--- src/hdl/evt_flag_map.svh ---
// Register indices, field positions and reset values of the event flag block.
// Assumes APB byte address = 4 * index; data in the low byte of each word.
//
// Operation
// - An enabled detection source sets its own event flag when detected.
// - A disabled source never sets its event flag; the event is dropped.
// - Capture needs both the capture enable and the event enable set.
// - Capture enable holds four bits: battery, comp supply, main, osc stop.
// - Buffer interrupt flag sets when written entries reach the threshold.
// - Buffer interrupt flags clear by writing 0; writing 1 does nothing.
// - Battery low status sets after two successive low detections.
// - Clearing supply status flags works only after the supply recovers.
// - Main supply status sets after one low detection.
// - Event flags 7 to 5 record external inputs; cleared by writing 0.
// - Event flags 3 to 0 hold the detection sources; cleared by writing 0.
// - Oscillator stop capture waits until the oscillator runs again.
// - Full flags stay set until software writes 0 or a command trigger clears that buffer.
// - In queue mode the buffer 1 full flag shows queue status; there is no queue mode, it is a plain full flag.
// - Overwrite flags are read only; cleared by a command trigger.
// - External event counters count 0 to 63 and wrap.
// - A counter holds while its input enable is 0.
// - Monitor shows input levels in bits 7 to 5; low bits read 0.
// - Any write to the trigger register runs the configured actions.
// - Trigger with buffer clear enable resets that buffer's flags and pointer; its buffer interrupt flag is not cleared.
// - Trigger with counter clear enable zeroes all three counters.
`ifndef EVT_FLAG_MAP_SVH
`define EVT_FLAG_MAP_SVH

`define IDX_CMD_CFG   8'h41
`define IDX_CMD_TRG   8'h42
`define IDX_EVT_EN    8'h43
`define IDX_CAPTURE_SOURCE_ENABLE    8'h44
`define IDX_BUFFER_INTERRUPT_FLAGS  8'h46
`define IDX_EVT_INTF  8'h47
`define IDX_FULLF     8'h4E
`define IDX_OVWF      8'h4F
`define IDX_CNT1      8'h51
`define IDX_CNT2      8'h52
`define IDX_CNT3      8'h53
`define IDX_MON       8'h54
`define IDX_EXT_EN    8'h60
`define IDX_THR1      8'h61
`define IDX_THR23     8'h62

`define MASK_CMD_CFG  8'hF1
`define MASK_EVT_EN   8'hEF
`define MASK_CAPTURE_SOURCE_ENABLE   8'h0F
`define MASK_BUFFER_INTERRUPT_FLAGS 8'hEA
`define MASK_EXT_EN   8'h07
`define MASK_THR1     8'h3F

`define POS_BUF_IRQ   5
`define POS_BAT_STAT  3
`define POS_MAIN_STAT 1
`define POS_EXT_FLAG  5
`define POS_FULL      4
`define POS_CFG_BUFCL 4
`define POS_CFG_CNTCL 7
`define POS_CFG_STAMP 0

`define RST_BYTE      8'h00

`endif

--- src/hdl/evt_flag_pkg.sv ---
// Types shared by the event flag block.
// Assumes nothing beyond a SystemVerilog compiler.
`default_nettype none
package evt_flag_pkg;
  // One bit per detection source, ordered as the register bits 3 to 0.
  typedef struct packed {
    logic battery;
    logic comp;
    logic main;
    logic osc;
  } det_s;

  typedef logic [5:0] count_t;
endpackage : evt_flag_pkg
`default_nettype wire

--- src/hdl/event_flag_capture_status.sv ---
// Event, status and counter flags of the clock device, behind an APB slave.
// Assumes detector and event pins are asynchronous and the buffer unit and
// supply_sample run on pclk.
`include "evt_flag_map.svh"
`default_nettype none
module event_flag_capture_status (
  // Clock and reset
  input  wire logic                pclk,
  input  wire logic                presetn,
  // APB slave
  input  wire logic                psel,
  input  wire logic                penable,
  input  wire logic                pwrite,
  input  wire logic [11:0]         paddr,
  input  wire logic [31:0]         pwdata,
  input  wire logic [3:0]          pstrb,
  output logic                     pready,
  output logic [31:0]              prdata,
  output logic                     pslverr,
  // Asynchronous detector and event pins
  input  wire evt_flag_pkg::det_s  det_level,
  input  wire logic [2:0]          ext_event_input,
  // Buffer unit, same clock
  input  wire logic                supply_sample,
  input  wire logic [2:0]          buf_write,
  input  wire logic [2:0]          buf_full_set,
  input  wire logic [2:0]          buf_ovw_set,
  // Towards buffer unit
  output logic [3:0]               capture_req,
  output logic [2:0]               buffer_clear,
  output logic                     cmd_stamp_trigger
);

  // ********************************************************
  // Input synchronisers and edge detection
  // ********************************************************
  logic [6:0] sync1_q;
  logic [6:0] sync2_q;
  logic [6:0] prev_q;
  logic [6:0] rise;
  evt_flag_pkg::det_s det_s;
  evt_flag_pkg::det_s det_rise;
  logic [2:0] ext_lvl;
  logic [2:0] ext_rise;

  always_ff @(posedge pclk or negedge presetn) begin
    if (!presetn) begin
      sync1_q <= 7'h00;
      sync2_q <= 7'h00;
      prev_q  <= 7'h00;
    end else begin
      sync1_q <= {ext_event_input, det_level};
      sync2_q <= sync1_q;
      prev_q  <= sync2_q;
    end
  end

  assign rise     = sync2_q & ~prev_q;
  assign det_s    = sync2_q[3:0];
  assign det_rise = rise[3:0];
  assign ext_lvl  = sync2_q[6:4];
  assign ext_rise = rise[6:4];

  // ********************************************************
  // APB access
  // ********************************************************
  logic       pready_q;
  logic [7:0] prdata_q;
  logic       pslverr_q;
  logic [7:0] idx;
  logic       access;
  logic       wr;
  logic [7:0] wd;
  logic [7:0] rd_mux;
  logic       mapped;

  assign idx    = paddr[9:2];
  assign access = psel & penable & ~pready_q;
  assign wr     = psel & penable & pready_q & pwrite & pstrb[0] & mapped;
  assign wd     = pwdata[7:0];

  // Control and flag registers.
  logic [7:0] cfg_q;
  logic [7:0] evt_en_q;
  logic [7:0] capture_source_enable_q;
  logic [2:0] ext_en_q;
  logic [5:0] thr1_q;
  logic [7:0] thr23_q;
  logic [2:0] buf_irq_q;
  logic       bat_stat_q;
  logic       main_stat_q;
  logic [7:0] evt_flag_q;
  logic [2:0] full_q;
  logic [2:0] ovw_q;
  evt_flag_pkg::count_t cnt [3];

  always_comb begin
    mapped = 1'b1;
    rd_mux = `RST_BYTE;
    case (idx)
      `IDX_CMD_CFG:  rd_mux = cfg_q;
      `IDX_CMD_TRG:  rd_mux = `RST_BYTE;
      `IDX_EVT_EN:   rd_mux = evt_en_q;
      `IDX_CAPTURE_SOURCE_ENABLE:   rd_mux = capture_source_enable_q;
      `IDX_BUFFER_INTERRUPT_FLAGS: rd_mux = {buf_irq_q, 1'b0, bat_stat_q, 1'b0, main_stat_q, 1'b0};
      `IDX_EVT_INTF: rd_mux = evt_flag_q;
      `IDX_FULLF:    rd_mux = {1'b0, full_q, 4'h0};
      `IDX_OVWF:     rd_mux = {1'b0, ovw_q, 4'h0};
      `IDX_CNT1:     rd_mux = {2'b00, cnt[0]};
      `IDX_CNT2:     rd_mux = {2'b00, cnt[1]};
      `IDX_CNT3:     rd_mux = {2'b00, cnt[2]};
      `IDX_MON:      rd_mux = {ext_lvl, 5'h00};
      `IDX_EXT_EN:   rd_mux = {5'h00, ext_en_q};
      `IDX_THR1:     rd_mux = {2'b00, thr1_q};
      `IDX_THR23:    rd_mux = thr23_q;
      default:       mapped = 1'b0;
    endcase
  end

  // One wait state: pready rises in the second access cycle.
  always_ff @(posedge pclk or negedge presetn) begin
    if (!presetn) begin
      pready_q  <= 1'b0;
      prdata_q  <= `RST_BYTE;
      pslverr_q <= 1'b0;
    end else begin
      pready_q  <= access;
      pslverr_q <= access & ~mapped;
      if (access && !pwrite) begin
        prdata_q <= rd_mux;
      end
    end
  end

  assign pready  = pready_q;
  assign pslverr = pslverr_q;
  assign prdata  = {24'h000000, prdata_q};

  function automatic logic wr_to(input logic [7:0] a);
    return wr && (idx == a);
  endfunction : wr_to

  // ********************************************************
  // Configuration registers
  // ********************************************************
  always_ff @(posedge pclk or negedge presetn) begin
    if (!presetn) begin
      cfg_q    <= `RST_BYTE;
      evt_en_q <= `RST_BYTE;
      capture_source_enable_q <= `RST_BYTE;
      ext_en_q <= 3'h0;
      thr1_q   <= 6'h00;
      thr23_q  <= `RST_BYTE;
    end else begin
      if (wr_to(`IDX_CMD_CFG)) cfg_q <= wd & `MASK_CMD_CFG;
      if (wr_to(`IDX_EVT_EN)) evt_en_q <= wd & `MASK_EVT_EN;
      if (wr_to(`IDX_CAPTURE_SOURCE_ENABLE)) capture_source_enable_q <= wd & `MASK_CAPTURE_SOURCE_ENABLE;
      if (wr_to(`IDX_EXT_EN)) ext_en_q <= wd[2:0];
      if (wr_to(`IDX_THR1)) thr1_q <= wd[5:0];
      if (wr_to(`IDX_THR23)) thr23_q <= wd;
    end
  end

  // ********************************************************
  // Command trigger
  // ********************************************************
  logic       trig;
  logic [2:0] buf_clr;
  logic       cnt_clr;
  logic [2:0] buffer_clear_q;
  logic       stamp_q;

  assign trig    = wr & (idx == `IDX_CMD_TRG);
  assign buf_clr = {3{trig}} & cfg_q[`POS_CFG_BUFCL +: 3];
  assign cnt_clr = trig & cfg_q[`POS_CFG_CNTCL];

  always_ff @(posedge pclk or negedge presetn) begin
    if (!presetn) begin
      buffer_clear_q <= 3'h0;
      stamp_q        <= 1'b0;
    end else begin
      buffer_clear_q <= buf_clr;
      stamp_q        <= trig & cfg_q[`POS_CFG_STAMP];
    end
  end

  assign buffer_clear      = buffer_clear_q;
  assign cmd_stamp_trigger = stamp_q;

  // ********************************************************
  // Event flags and capture requests
  // ********************************************************
  logic [7:0] evt_set;
  logic [3:0] cap_req_q;
  logic       osc_pend_q;

  assign evt_set = {ext_rise, 1'b0, det_rise} & evt_en_q;

  always_ff @(posedge pclk or negedge presetn) begin
    if (!presetn) begin
      evt_flag_q <= `RST_BYTE;
    end else if (wr_to(`IDX_EVT_INTF)) begin
      evt_flag_q <= (evt_flag_q & wd) | evt_set;
    end else begin
      evt_flag_q <= evt_flag_q | evt_set;
    end
  end

  always_ff @(posedge pclk or negedge presetn) begin
    if (!presetn) begin
      cap_req_q  <= 4'h0;
      osc_pend_q <= 1'b0;
    end else begin
      cap_req_q[3:1] <= evt_set[3:1] & capture_source_enable_q[3:1];
      if (evt_set[0] && capture_source_enable_q[0]) begin
        osc_pend_q <= 1'b1;
      end else if (!det_s.osc) begin
        osc_pend_q <= 1'b0;
      end
      cap_req_q[0] <= osc_pend_q & ~det_s.osc;
    end
  end

  assign capture_req = cap_req_q;

  // ********************************************************
  // Supply status flags
  // ********************************************************
  logic bat_seen_q;
  logic bat_set;
  logic main_set;
  logic bat_clr;
  logic main_clr;

  assign bat_set  = supply_sample & det_s.battery & bat_seen_q;
  assign main_set = supply_sample & det_s.main;
  assign bat_clr  = wr & (idx == `IDX_BUFFER_INTERRUPT_FLAGS) & ~wd[`POS_BAT_STAT] & ~det_s.battery;
  assign main_clr = wr & (idx == `IDX_BUFFER_INTERRUPT_FLAGS) & ~wd[`POS_MAIN_STAT] & ~det_s.main;

  always_ff @(posedge pclk or negedge presetn) begin
    if (!presetn) begin
      bat_seen_q  <= 1'b0;
      bat_stat_q  <= 1'b0;
      main_stat_q <= 1'b0;
    end else begin
      if (supply_sample) bat_seen_q <= det_s.battery;
      bat_stat_q  <= bat_set | (bat_stat_q & ~bat_clr);
      main_stat_q <= main_set | (main_stat_q & ~main_clr);
    end
  end

  // ********************************************************
  // Per-buffer flags and write counters
  // ********************************************************
  logic [5:0] thr [3];
  logic [5:0] wcnt_q [3];
  logic [2:0] irq_set;

  assign thr[0] = thr1_q;
  assign thr[1] = {2'b00, thr23_q[3:0]};
  assign thr[2] = {2'b00, thr23_q[7:4]};

  for (genvar b = 0; b < 3; b++) begin : g_buf
    logic [5:0] nxt;
    assign nxt        = wcnt_q[b] + 6'h01;
    assign irq_set[b] = buf_write[b] & (nxt == thr[b]) & (thr[b] != 6'h00);

    always_ff @(posedge pclk or negedge presetn) begin
      if (!presetn) begin
        wcnt_q[b] <= 6'h00;
      end else if (buf_clr[b]) begin
        wcnt_q[b] <= 6'h00;
      end else if (buf_write[b]) begin
        wcnt_q[b] <= irq_set[b] ? 6'h00 : nxt;
      end
    end
  end

  logic [7:0] fwd;
  assign fwd = (wr && idx == `IDX_FULLF) ? wd : 8'hFF;

  always_ff @(posedge pclk or negedge presetn) begin
    if (!presetn) begin
      buf_irq_q <= 3'h0;
      full_q    <= 3'h0;
      ovw_q     <= 3'h0;
    end else begin
      if (wr_to(`IDX_BUFFER_INTERRUPT_FLAGS)) begin
        buf_irq_q <= (buf_irq_q & wd[`POS_BUF_IRQ +: 3]) | irq_set;
      end else begin
        buf_irq_q <= buf_irq_q | irq_set;
      end
      // Buffer 1 full is a plain full flag like the others; reads never clear it.
      full_q <= (full_q & fwd[`POS_FULL +: 3] & ~buf_clr) | buf_full_set;
      ovw_q  <= (ovw_q & ~buf_clr) | buf_ovw_set;
    end
  end

  // ********************************************************
  // External input event counters
  // ********************************************************
  for (genvar n = 0; n < 3; n++) begin : g_cnt
    logic inc;
    assign inc = ext_rise[n] & ext_en_q[n];

    always_ff @(posedge pclk or negedge presetn) begin
      if (!presetn) begin
        cnt[n] <= 6'h00;
      end else if (cnt_clr) begin
        cnt[n] <= inc ? 6'h01 : 6'h00;
      end else if (inc) begin
        cnt[n] <= cnt[n] + 6'h01;
      end
    end
  end
endmodule : event_flag_capture_status
`default_nettype wire

--- config.mk ---
export PLATFORM = sky130hd
export DESIGN_NAME = event_flag_capture_status
export DESIGN_NICKNAME = d
export VERILOG_FILES = /design/src/hdl/evt_flag_pkg.sv /design/src/hdl/event_flag_capture_status.sv
export VERILOG_INCLUDE_DIRS = /design/src /design/src/hdl
export SDC_FILE = /design/constraint.sdc
export NUM_CORES = 1
export LEC_CHECK = 0
export BUFFER_PORTS_ARGS = -buffer_cell sky130_fd_sc_hd__buf_2
export CAP_MARGIN = 0
export CORE_ASPECT_RATIO = 0.7
export CORE_MARGIN = 5
export CORE_UTILIZATION = 51
export CTS_CLUSTER_DIAMETER = 80
export DETAILED_ROUTE_END_ITERATION = 10
export GPL_ROUTABILITY_DRIVEN = 0
export GPL_TIMING_DRIVEN = 0
export PLACE_DENSITY = 0.83
export SKIP_LAST_GASP = 1
export SLEW_MARGIN = 15
export SYNTH_ARGS = -nofsm -noshare
export SYNTH_HDL_FRONTEND = slang
export SYNTH_SLANG_ARGS = --single-unit
--- constraint.sdc ---
create_clock -name pclk -period 3.1 [get_ports pclk]
set_input_delay 0.31 -clock pclk [delete_from_list [all_inputs] [get_ports pclk]]
set_output_delay 0.31 -clock pclk [all_outputs]
set_load 0.01 [all_outputs]
### Yosys cells after proc, flatten, opt, wreduce, memory -nomap -nowiden

Index checks and enable logic that the tools add are counted.

* ROM bits: 0
* word-level logic and storage cells: 159
* memories kept: 0
* latch bits: 0
* memory bits (writable): 0
* bits in registers: 129
* bits of input ports: 70

* $add $sub $neg: 6
* order comparisons: 0
* mux-type cells: 25
* shift-type cells: 0
* eq/ne operators: 19
* reductions and logical operators: 22
* divide/modulo/power cells: 0
* bitwise logic cells: 58
* multipliers: 0

Operators by type and width (number)
* $eq 8x7->1 const B: 15
* $pmux 8 s14: 1
* $mux 6: 15
* $add 6x1->6 const B: 6
* $and 1x1->1: 30
* $and 3x3->3: 6
* $reduce_bool 6->1: 3
* $and 8x8->8: 2
* $or 8x8->8: 2
* $reduce_or 15->1: 1
* $eq 6x4->1: 2
* $or 3x3->3: 4
* $reduce_bool 2->1: 6
* $logic_and 1x1->1: 11
* $not 1->1: 9
* $mux 8: 1
* $and 7x7->7: 1
* $mux 7: 1
* $not 7->7: 1
* $eq 6x6->1: 1
* $mux 1: 6
* $mux 3: 1
* $not 3->3: 1
* $ne 2x1->1 const B: 1
* other kinds (2): 3

### Longest topological paths before layout

* depth after elaboration: 11
* mapped depth: 7
* depth with buffers taken out: 6

### Worst setup path before layout

Ideal clock, no wire load.

* path kind: reg2reg
* start point: register wcnt_q[12] in the netlist's numbering
* end point: register wcnt_q[12] in the netlist's numbering
* clock period less this slack: 2.057 ns
* path buffers: 0
* data required time: 2.949 ns
* setup time: 0.151 ns
* cell stages (with the launch flop): 7
* data arrival time: 1.906 ns
* path slack: 1.043 ns
* path through: dfrtp_1 -> ha_1 -> nand2b_1 -> o211a_1 -> o32a_1 -> nor4_1 -> o21ai_0

* word-level cells in the longest chain between the ends: 7

Ends and longest elaborated chain
* from (decl): RTL line event_flag_capture_status.sv:256 `logic [5:0] wcnt_q [3];`
* from (signal, indexed assignment): RTL line event_flag_capture_status.sv:274 `wcnt_q[b] <= irq_set[b] ? 6'h00 : nxt;`
* $add 6x1->6 (*): RTL line event_flag_capture_status.sv:265 `assign nxt = wcnt_q[b] + 6'h01;`
* $eq 6x6->1: RTL line event_flag_capture_status.sv:266 `assign irq_set[b] = buf_write[b] & (nxt == thr[b]) & (thr[b] != 6'h00);`
* $and 1x1->1 (2 in a row): RTL line event_flag_capture_status.sv:266
* $mux 6 (*): RTL line event_flag_capture_status.sv:274
* $mux 6 (*): RTL line event_flag_capture_status.sv:273 `end else if (buf_write[b]) begin`
* $mux 6 (*): RTL line event_flag_capture_status.sv:271 `end else if (buf_clr[b]) begin`

Mark *: on every way between the ends. The rest lies on a longest branch, timed or not. The select of a mux whose other input is x is not followed.
A chain may end at the register's enable or synchronous reset.

### Final worst setup path

* start point: input paddr[7]
* end point: register evt_flag_q[3]

* word-level cells in the longest chain between the ends: 6
* elaborated cells on any way between the ends: 20
* those cells by class: eq/ne (15); mux (2); bitwise (1); reduce/logical (2)

Ends and longest elaborated chain
* from (decl): RTL line event_flag_capture_status.sv:14 `input wire logic [11:0] paddr,`
* $eq 8x7->1 (on tied branches): RTL line event_flag_capture_status.sv:100, event_flag_capture_status.sv:140
* $reduce_or 15->1 (no line)
* $mux 1: RTL line event_flag_capture_status.sv:100 `case (idx)`
* $and 1x1->1: RTL line event_flag_capture_status.sv:79 `assign wr = psel & penable & pready_q & pwrite & pstrb[0] & mapped;`
* $logic_and 1x1->1 (*): RTL line event_flag_capture_status.sv:140 `return wr && (idx == a);`
* $mux 8 (*): RTL line event_flag_capture_status.sv:202 `` end else if (wr_to(`IDX_EVT_INTF)) begin ``
* to (signal assigned): RTL line event_flag_capture_status.sv:201 `` evt_flag_q <= `RST_BYTE; ``
* to (signal assigned): RTL line event_flag_capture_status.sv:203 `evt_flag_q <= (evt_flag_q & wd) | evt_set;`
* to (signal assigned): RTL line event_flag_capture_status.sv:205 `evt_flag_q <= evt_flag_q | evt_set;`
* to (decl): RTL line event_flag_capture_status.sv:92 `logic [7:0] evt_flag_q;`

Mark *: on every way between the ends. The rest lies on a longest branch, timed or not.

==> metrics.md <==
| Metric | Value |
|---|---|
| Total congestion overflow | `0` |
| Design internal power | `around 0.0033 W` |
| Buffers added on ports | `54` |
| Max-slew violation count | `0` |
| Clock Pin Slew Worst Setup and Hold Paths | `~0.060 ns` |
| DRC violations left | `0` |
| Count of placed standard cells including taps | `848` |
| Area of the multi-input gates | `0.00302 sq mm` |
| Post-synth EDFFs | `0` |
| Worst clock skew | `0.00628 ns` |
| Sw Share | `a little over a quarter` |
| Fraction of layout cells with a size suffix above 1 | `23.6%` |
| Share of the cycle needed by the critical path after routing | `85.5%` |
| Buffer levels on the longest clock path | `2` |
| Filler cell count in the final layout | `1005` |
| Seq/Total Area, Yosys | `50.1%` |
| Global routing met3 resource utilization | `8.32%` |
| Number of instances in the synthesized netlist | `a little over 600` |
| Final cell count without fillers | `888` |
| Worst min path class | `in -> reg` |
| Final TNS setup | `0 ns` |
| Peak VDD IR | `between 0.4 and 0.5 mV` |
| Global routing usage on met2 | `34.2%` |
| Global-route wire length before repair | `27300 um` |
| Max Fanout on Critical Path | `8` |
| Sequential group share of total power | `41.5%` |
| Fin nets | `approximately 790` |
| Worst slew pin tran | `between 1 and 1.5 ns` |
| Combinational share of power | `14.8%` |
| Relative area change from synthesis to final layout | `20.0%` |
| Synth Cell Area | `0.00645 sq mm` |
| Maximum clock frequency | `377 MHz` |
| Iteration-0 DRC count of the detailed router | `675` |
| Unique cell type count in the Yosys netlist | `63` |
| Post-DR vias/cell | `5.95` |
| Yosys warns | `0` |
| Grt met1 use | `a little under a third` |
| Post-synthesis register bit count | `129` |
| Total wire length | `17100 um` |
| Leakage power summed over all cells | `between 3 and 4 nW` |
| Detailed Place HPWL | `12100 um` |
| Die width | `144 um` |
| Final number of hold-violating endpoints | `0` |
| Clock power share | `43.8%` |
| Number of H-tree levels | `4` |
| Share of synthesized flip-flops with an asynchronous set or reset | `100%` |
| Die Ht | `104 um` |
| Clock tree root driver cell | `sky130_fd_sc_hd__clkbuf_16` |
| CTS Buf Count | `17` |
| Number of primary I/O pins | `112` |
| CP required | `3.39 ns` |
| N_diodes | `0` |
| Minimum clock period | `2.65 ns` |
| Highest-utilization routing layer at the global route stage | `met2` |
| Antenna violations before repair | `0` |
| Setup crit start kind | `input pin` |
| Total power of the final layout | `roughly 0.0046 W` |
| CP Class | `in -> reg` |
| CORE AREA | `around 0.012 sq mm` |
| Site Rows | `34` |
| Final count of negative-setup-slack endpoints | `0` |
| Avg Inst Size Synth | `between 10 and 15 sq um` |
| Number of vias after detailed routing | `5287` |
| Power density of the placed cells | `593 mW/mm^2` |
| CTS sink count | `129` |
| Tightest hold margin | `0.0716 ns` |
| CP arrival | `2.94 ns` |
| Average wire per standard cell | `between 15 and 20 um` |
| Outcome | `complete, no violations` |
| Die area | `0.0150 sq mm` |
| Gates resized, CTS repair | `0` |
| Commonest register cell after synthesis | `sky130_fd_sc_hd__dfrtp_1` |
| Footprint of the flip-flops and latches | `0.00323 sq mm` |
| TritonCTS clock tree | `done` |
| MaxCap Viol Count | `0` |
| Detail Route Antenna Nets | `0` |
| Slew Limit Headroom | `a little over a fifth` |
| Effective utilization at floorplan | `about 52%` |
| Via count of the first global-routing pass | `5228` |
| Worst Setup End Kind | `flop` |
| Clock latency on the worst-skew pair | `about 0.42 ns` |
| Net switching power figure | `0.00125 W` |
| GRT Resource Usage Total | `23.2%` |
| Setup repair after global routing missed its margin | `false` |
| Pin count of the biggest net entering global routing | `67` |
| Pre-antenna DRT Iters | `7` |
[critical path, cell delays in order]
cell,delay (ns)
sky130_fd_sc_hd__buf_2,0.15
sky130_fd_sc_hd__or3b_4,0.45
sky130_fd_sc_hd__nor4_1,0.96
sky130_fd_sc_hd__nand3_1,0.60
sky130_fd_sc_hd__o21ai_0,0.34
sky130_fd_sc_hd__o21ai_0,0.13
[logic make-up after synthesis]
family	after synthesis	synth area share [%]
flops	129	50.1
mux	55	9.34
buf+inv	55	4.70
other cells	1	0.0582
compound gates	98	10.1
fa+ha+maj	6	1.16
simple gates	222	18.8
xor+xnor	42	5.71
[timing repair]
item	4_1_cts	5_1_grt
setup buffers	0	0
hold buffers	8	0
endpoints found under the hold margin	70	0
[cell usage after synthesis (6+ instances only)]
master                     instances  share of area (%)
sky130_fd_sc_hd__a21oi_1          14                1.1
sky130_fd_sc_hd__a22o_1            6               0.82
sky130_fd_sc_hd__a31oi_1           6               0.58
sky130_fd_sc_hd__and3_1            8               0.78
sky130_fd_sc_hd__buf_4            24                2.8
sky130_fd_sc_hd__clkbuf_1         20                1.2
sky130_fd_sc_hd__dfrtp_1         129                 50
sky130_fd_sc_hd__ha_1              6                1.2
sky130_fd_sc_hd__mux2_2           41                7.2
sky130_fd_sc_hd__mux2i_1          14                2.2
sky130_fd_sc_hd__nand2_1          44                2.6
sky130_fd_sc_hd__nand2b_1          7               0.68
sky130_fd_sc_hd__nand3_1          25                1.9
sky130_fd_sc_hd__nand3b_1         18                2.1
sky130_fd_sc_hd__nand4_1          14                1.4
sky130_fd_sc_hd__nor2_1           49                2.9
sky130_fd_sc_hd__nor2b_1           7               0.68
sky130_fd_sc_hd__nor3_1           10               0.78
sky130_fd_sc_hd__nor4_1            6               0.58
sky130_fd_sc_hd__o21ai_0          25                1.9
sky130_fd_sc_hd__xnor2_1          18                2.4
sky130_fd_sc_hd__xor2_1           24                3.3
[registers in the layout, indices dropped and copies added (netlist names), 3 cells and up]
signal                   cells
capture_source_enable_q      4
ext_en_q                     3
evt_en_q                     7
full_q                       3
thr23_q                      8
capture_req                  4
evt_flag_q                   8
buf_irq_q                    3
ovw_q                        3
sync2_q                      7
sync1_q                      7
buffer_clear                 3
prev_q                       7
wcnt_q                      18
cnt                         18
thr1_q                       6
cfg_q                        5
prdata_q                     8
[path summary, 6_finish.rpt]
check                          startpoint       endpoint  slack [ns]  cells after the start
hold / removal             buf_ovw_set[2]       ovw_q[2]        0.07                      2
setup reg to reg                   pready    evt_en_q[7]        0.64                      6
max in group asynchronous         presetn     wcnt_q[16]        1.93                      3
setup / recovery                 paddr[7]  evt_flag_q[3]        0.45                      6
min in group asynchronous         presetn         cnt[3]        0.45                      2
hold reg to reg                sync1_q[1]     sync2_q[1]        0.35                      0
[per-stage QoR]
stage / worst slack [ns] / instance area [sq um] / util, %
4_1_cts: 0.297 / 7720 / 62.4
3_3_place_gp: 0.151 / 7010 / 56.6
5_1_grt: 0.477 / 7730 / 62.5
6_report: 0.450 / 7730 / 62.5
3_5_place_dp: 0.291 / 7050 / 56.9
2_1_floorplan: 1.04 / 6530 / -
[layout make-up]
class	count	area share [%]
buffer	51	3.72
clock buffer	20	6.03
clock inverter	12	1.70
inverter	4	0.194
multi-input combinational	447	39.0
sequential	129	41.7
tap	162	2.62
timing repair buffer	63	4.97
[layout by cell type (no fill, tap or decap), types with 4 or more instances in the layout]
master                          count
sky130_fd_sc_hd__a211oi_1           4
sky130_fd_sc_hd__a21oi_1           14
sky130_fd_sc_hd__a22o_1             6
sky130_fd_sc_hd__a22oi_1            4
sky130_fd_sc_hd__a31oi_1            6
sky130_fd_sc_hd__a32oi_1            4
sky130_fd_sc_hd__and3_1             8
sky130_fd_sc_hd__and3b_1            5
sky130_fd_sc_hd__buf_2             58
sky130_fd_sc_hd__buf_4             24
sky130_fd_sc_hd__clkbuf_1          20
sky130_fd_sc_hd__clkbuf_16         17
sky130_fd_sc_hd__clkinvlp_4         4
sky130_fd_sc_hd__conb_1            24
sky130_fd_sc_hd__dfrtp_1          129
sky130_fd_sc_hd__dlygate4sd3_1      8
sky130_fd_sc_hd__ha_1               6
sky130_fd_sc_hd__inv_1              4
sky130_fd_sc_hd__mux2_2            41
sky130_fd_sc_hd__mux2i_1           14
sky130_fd_sc_hd__nand2_1           44
sky130_fd_sc_hd__nand2b_1           7
sky130_fd_sc_hd__nand3_1           25
sky130_fd_sc_hd__nand3b_1          18
sky130_fd_sc_hd__nand4_1           14
sky130_fd_sc_hd__nor2_1            49
sky130_fd_sc_hd__nor2b_1            7
sky130_fd_sc_hd__nor3_1             9
sky130_fd_sc_hd__nor3b_1            5
sky130_fd_sc_hd__nor4_1             5
sky130_fd_sc_hd__o21ai_0           25
sky130_fd_sc_hd__o21ai_1            4
sky130_fd_sc_hd__o22ai_1            4
sky130_fd_sc_hd__o31ai_1            4
sky130_fd_sc_hd__xnor2_1           18
sky130_fd_sc_hd__xor2_1            24
[routing by layer]
layer / vias up / share of wire (%)
li1: 2366 / -
met1: 2583 / 42
met2: 277 / 44
met3: 61 / 12
met4: 0 / 2.8
met5: - / 0
[power groups by stage]
stage          combinational, W  sequential (W)  clock [W]
2_1_floorplan          0.000456         0.00191          0
5_1_grt                0.000747         0.00192    0.00211
3_5_place_dp           0.000647         0.00193          0
3_3_place_gp           0.000606         0.00192          0
4_1_cts                0.000667         0.00190    0.00203
6_report               0.000677         0.00190    0.00201
No activity file was read; power rests on OpenSTA's default activity.
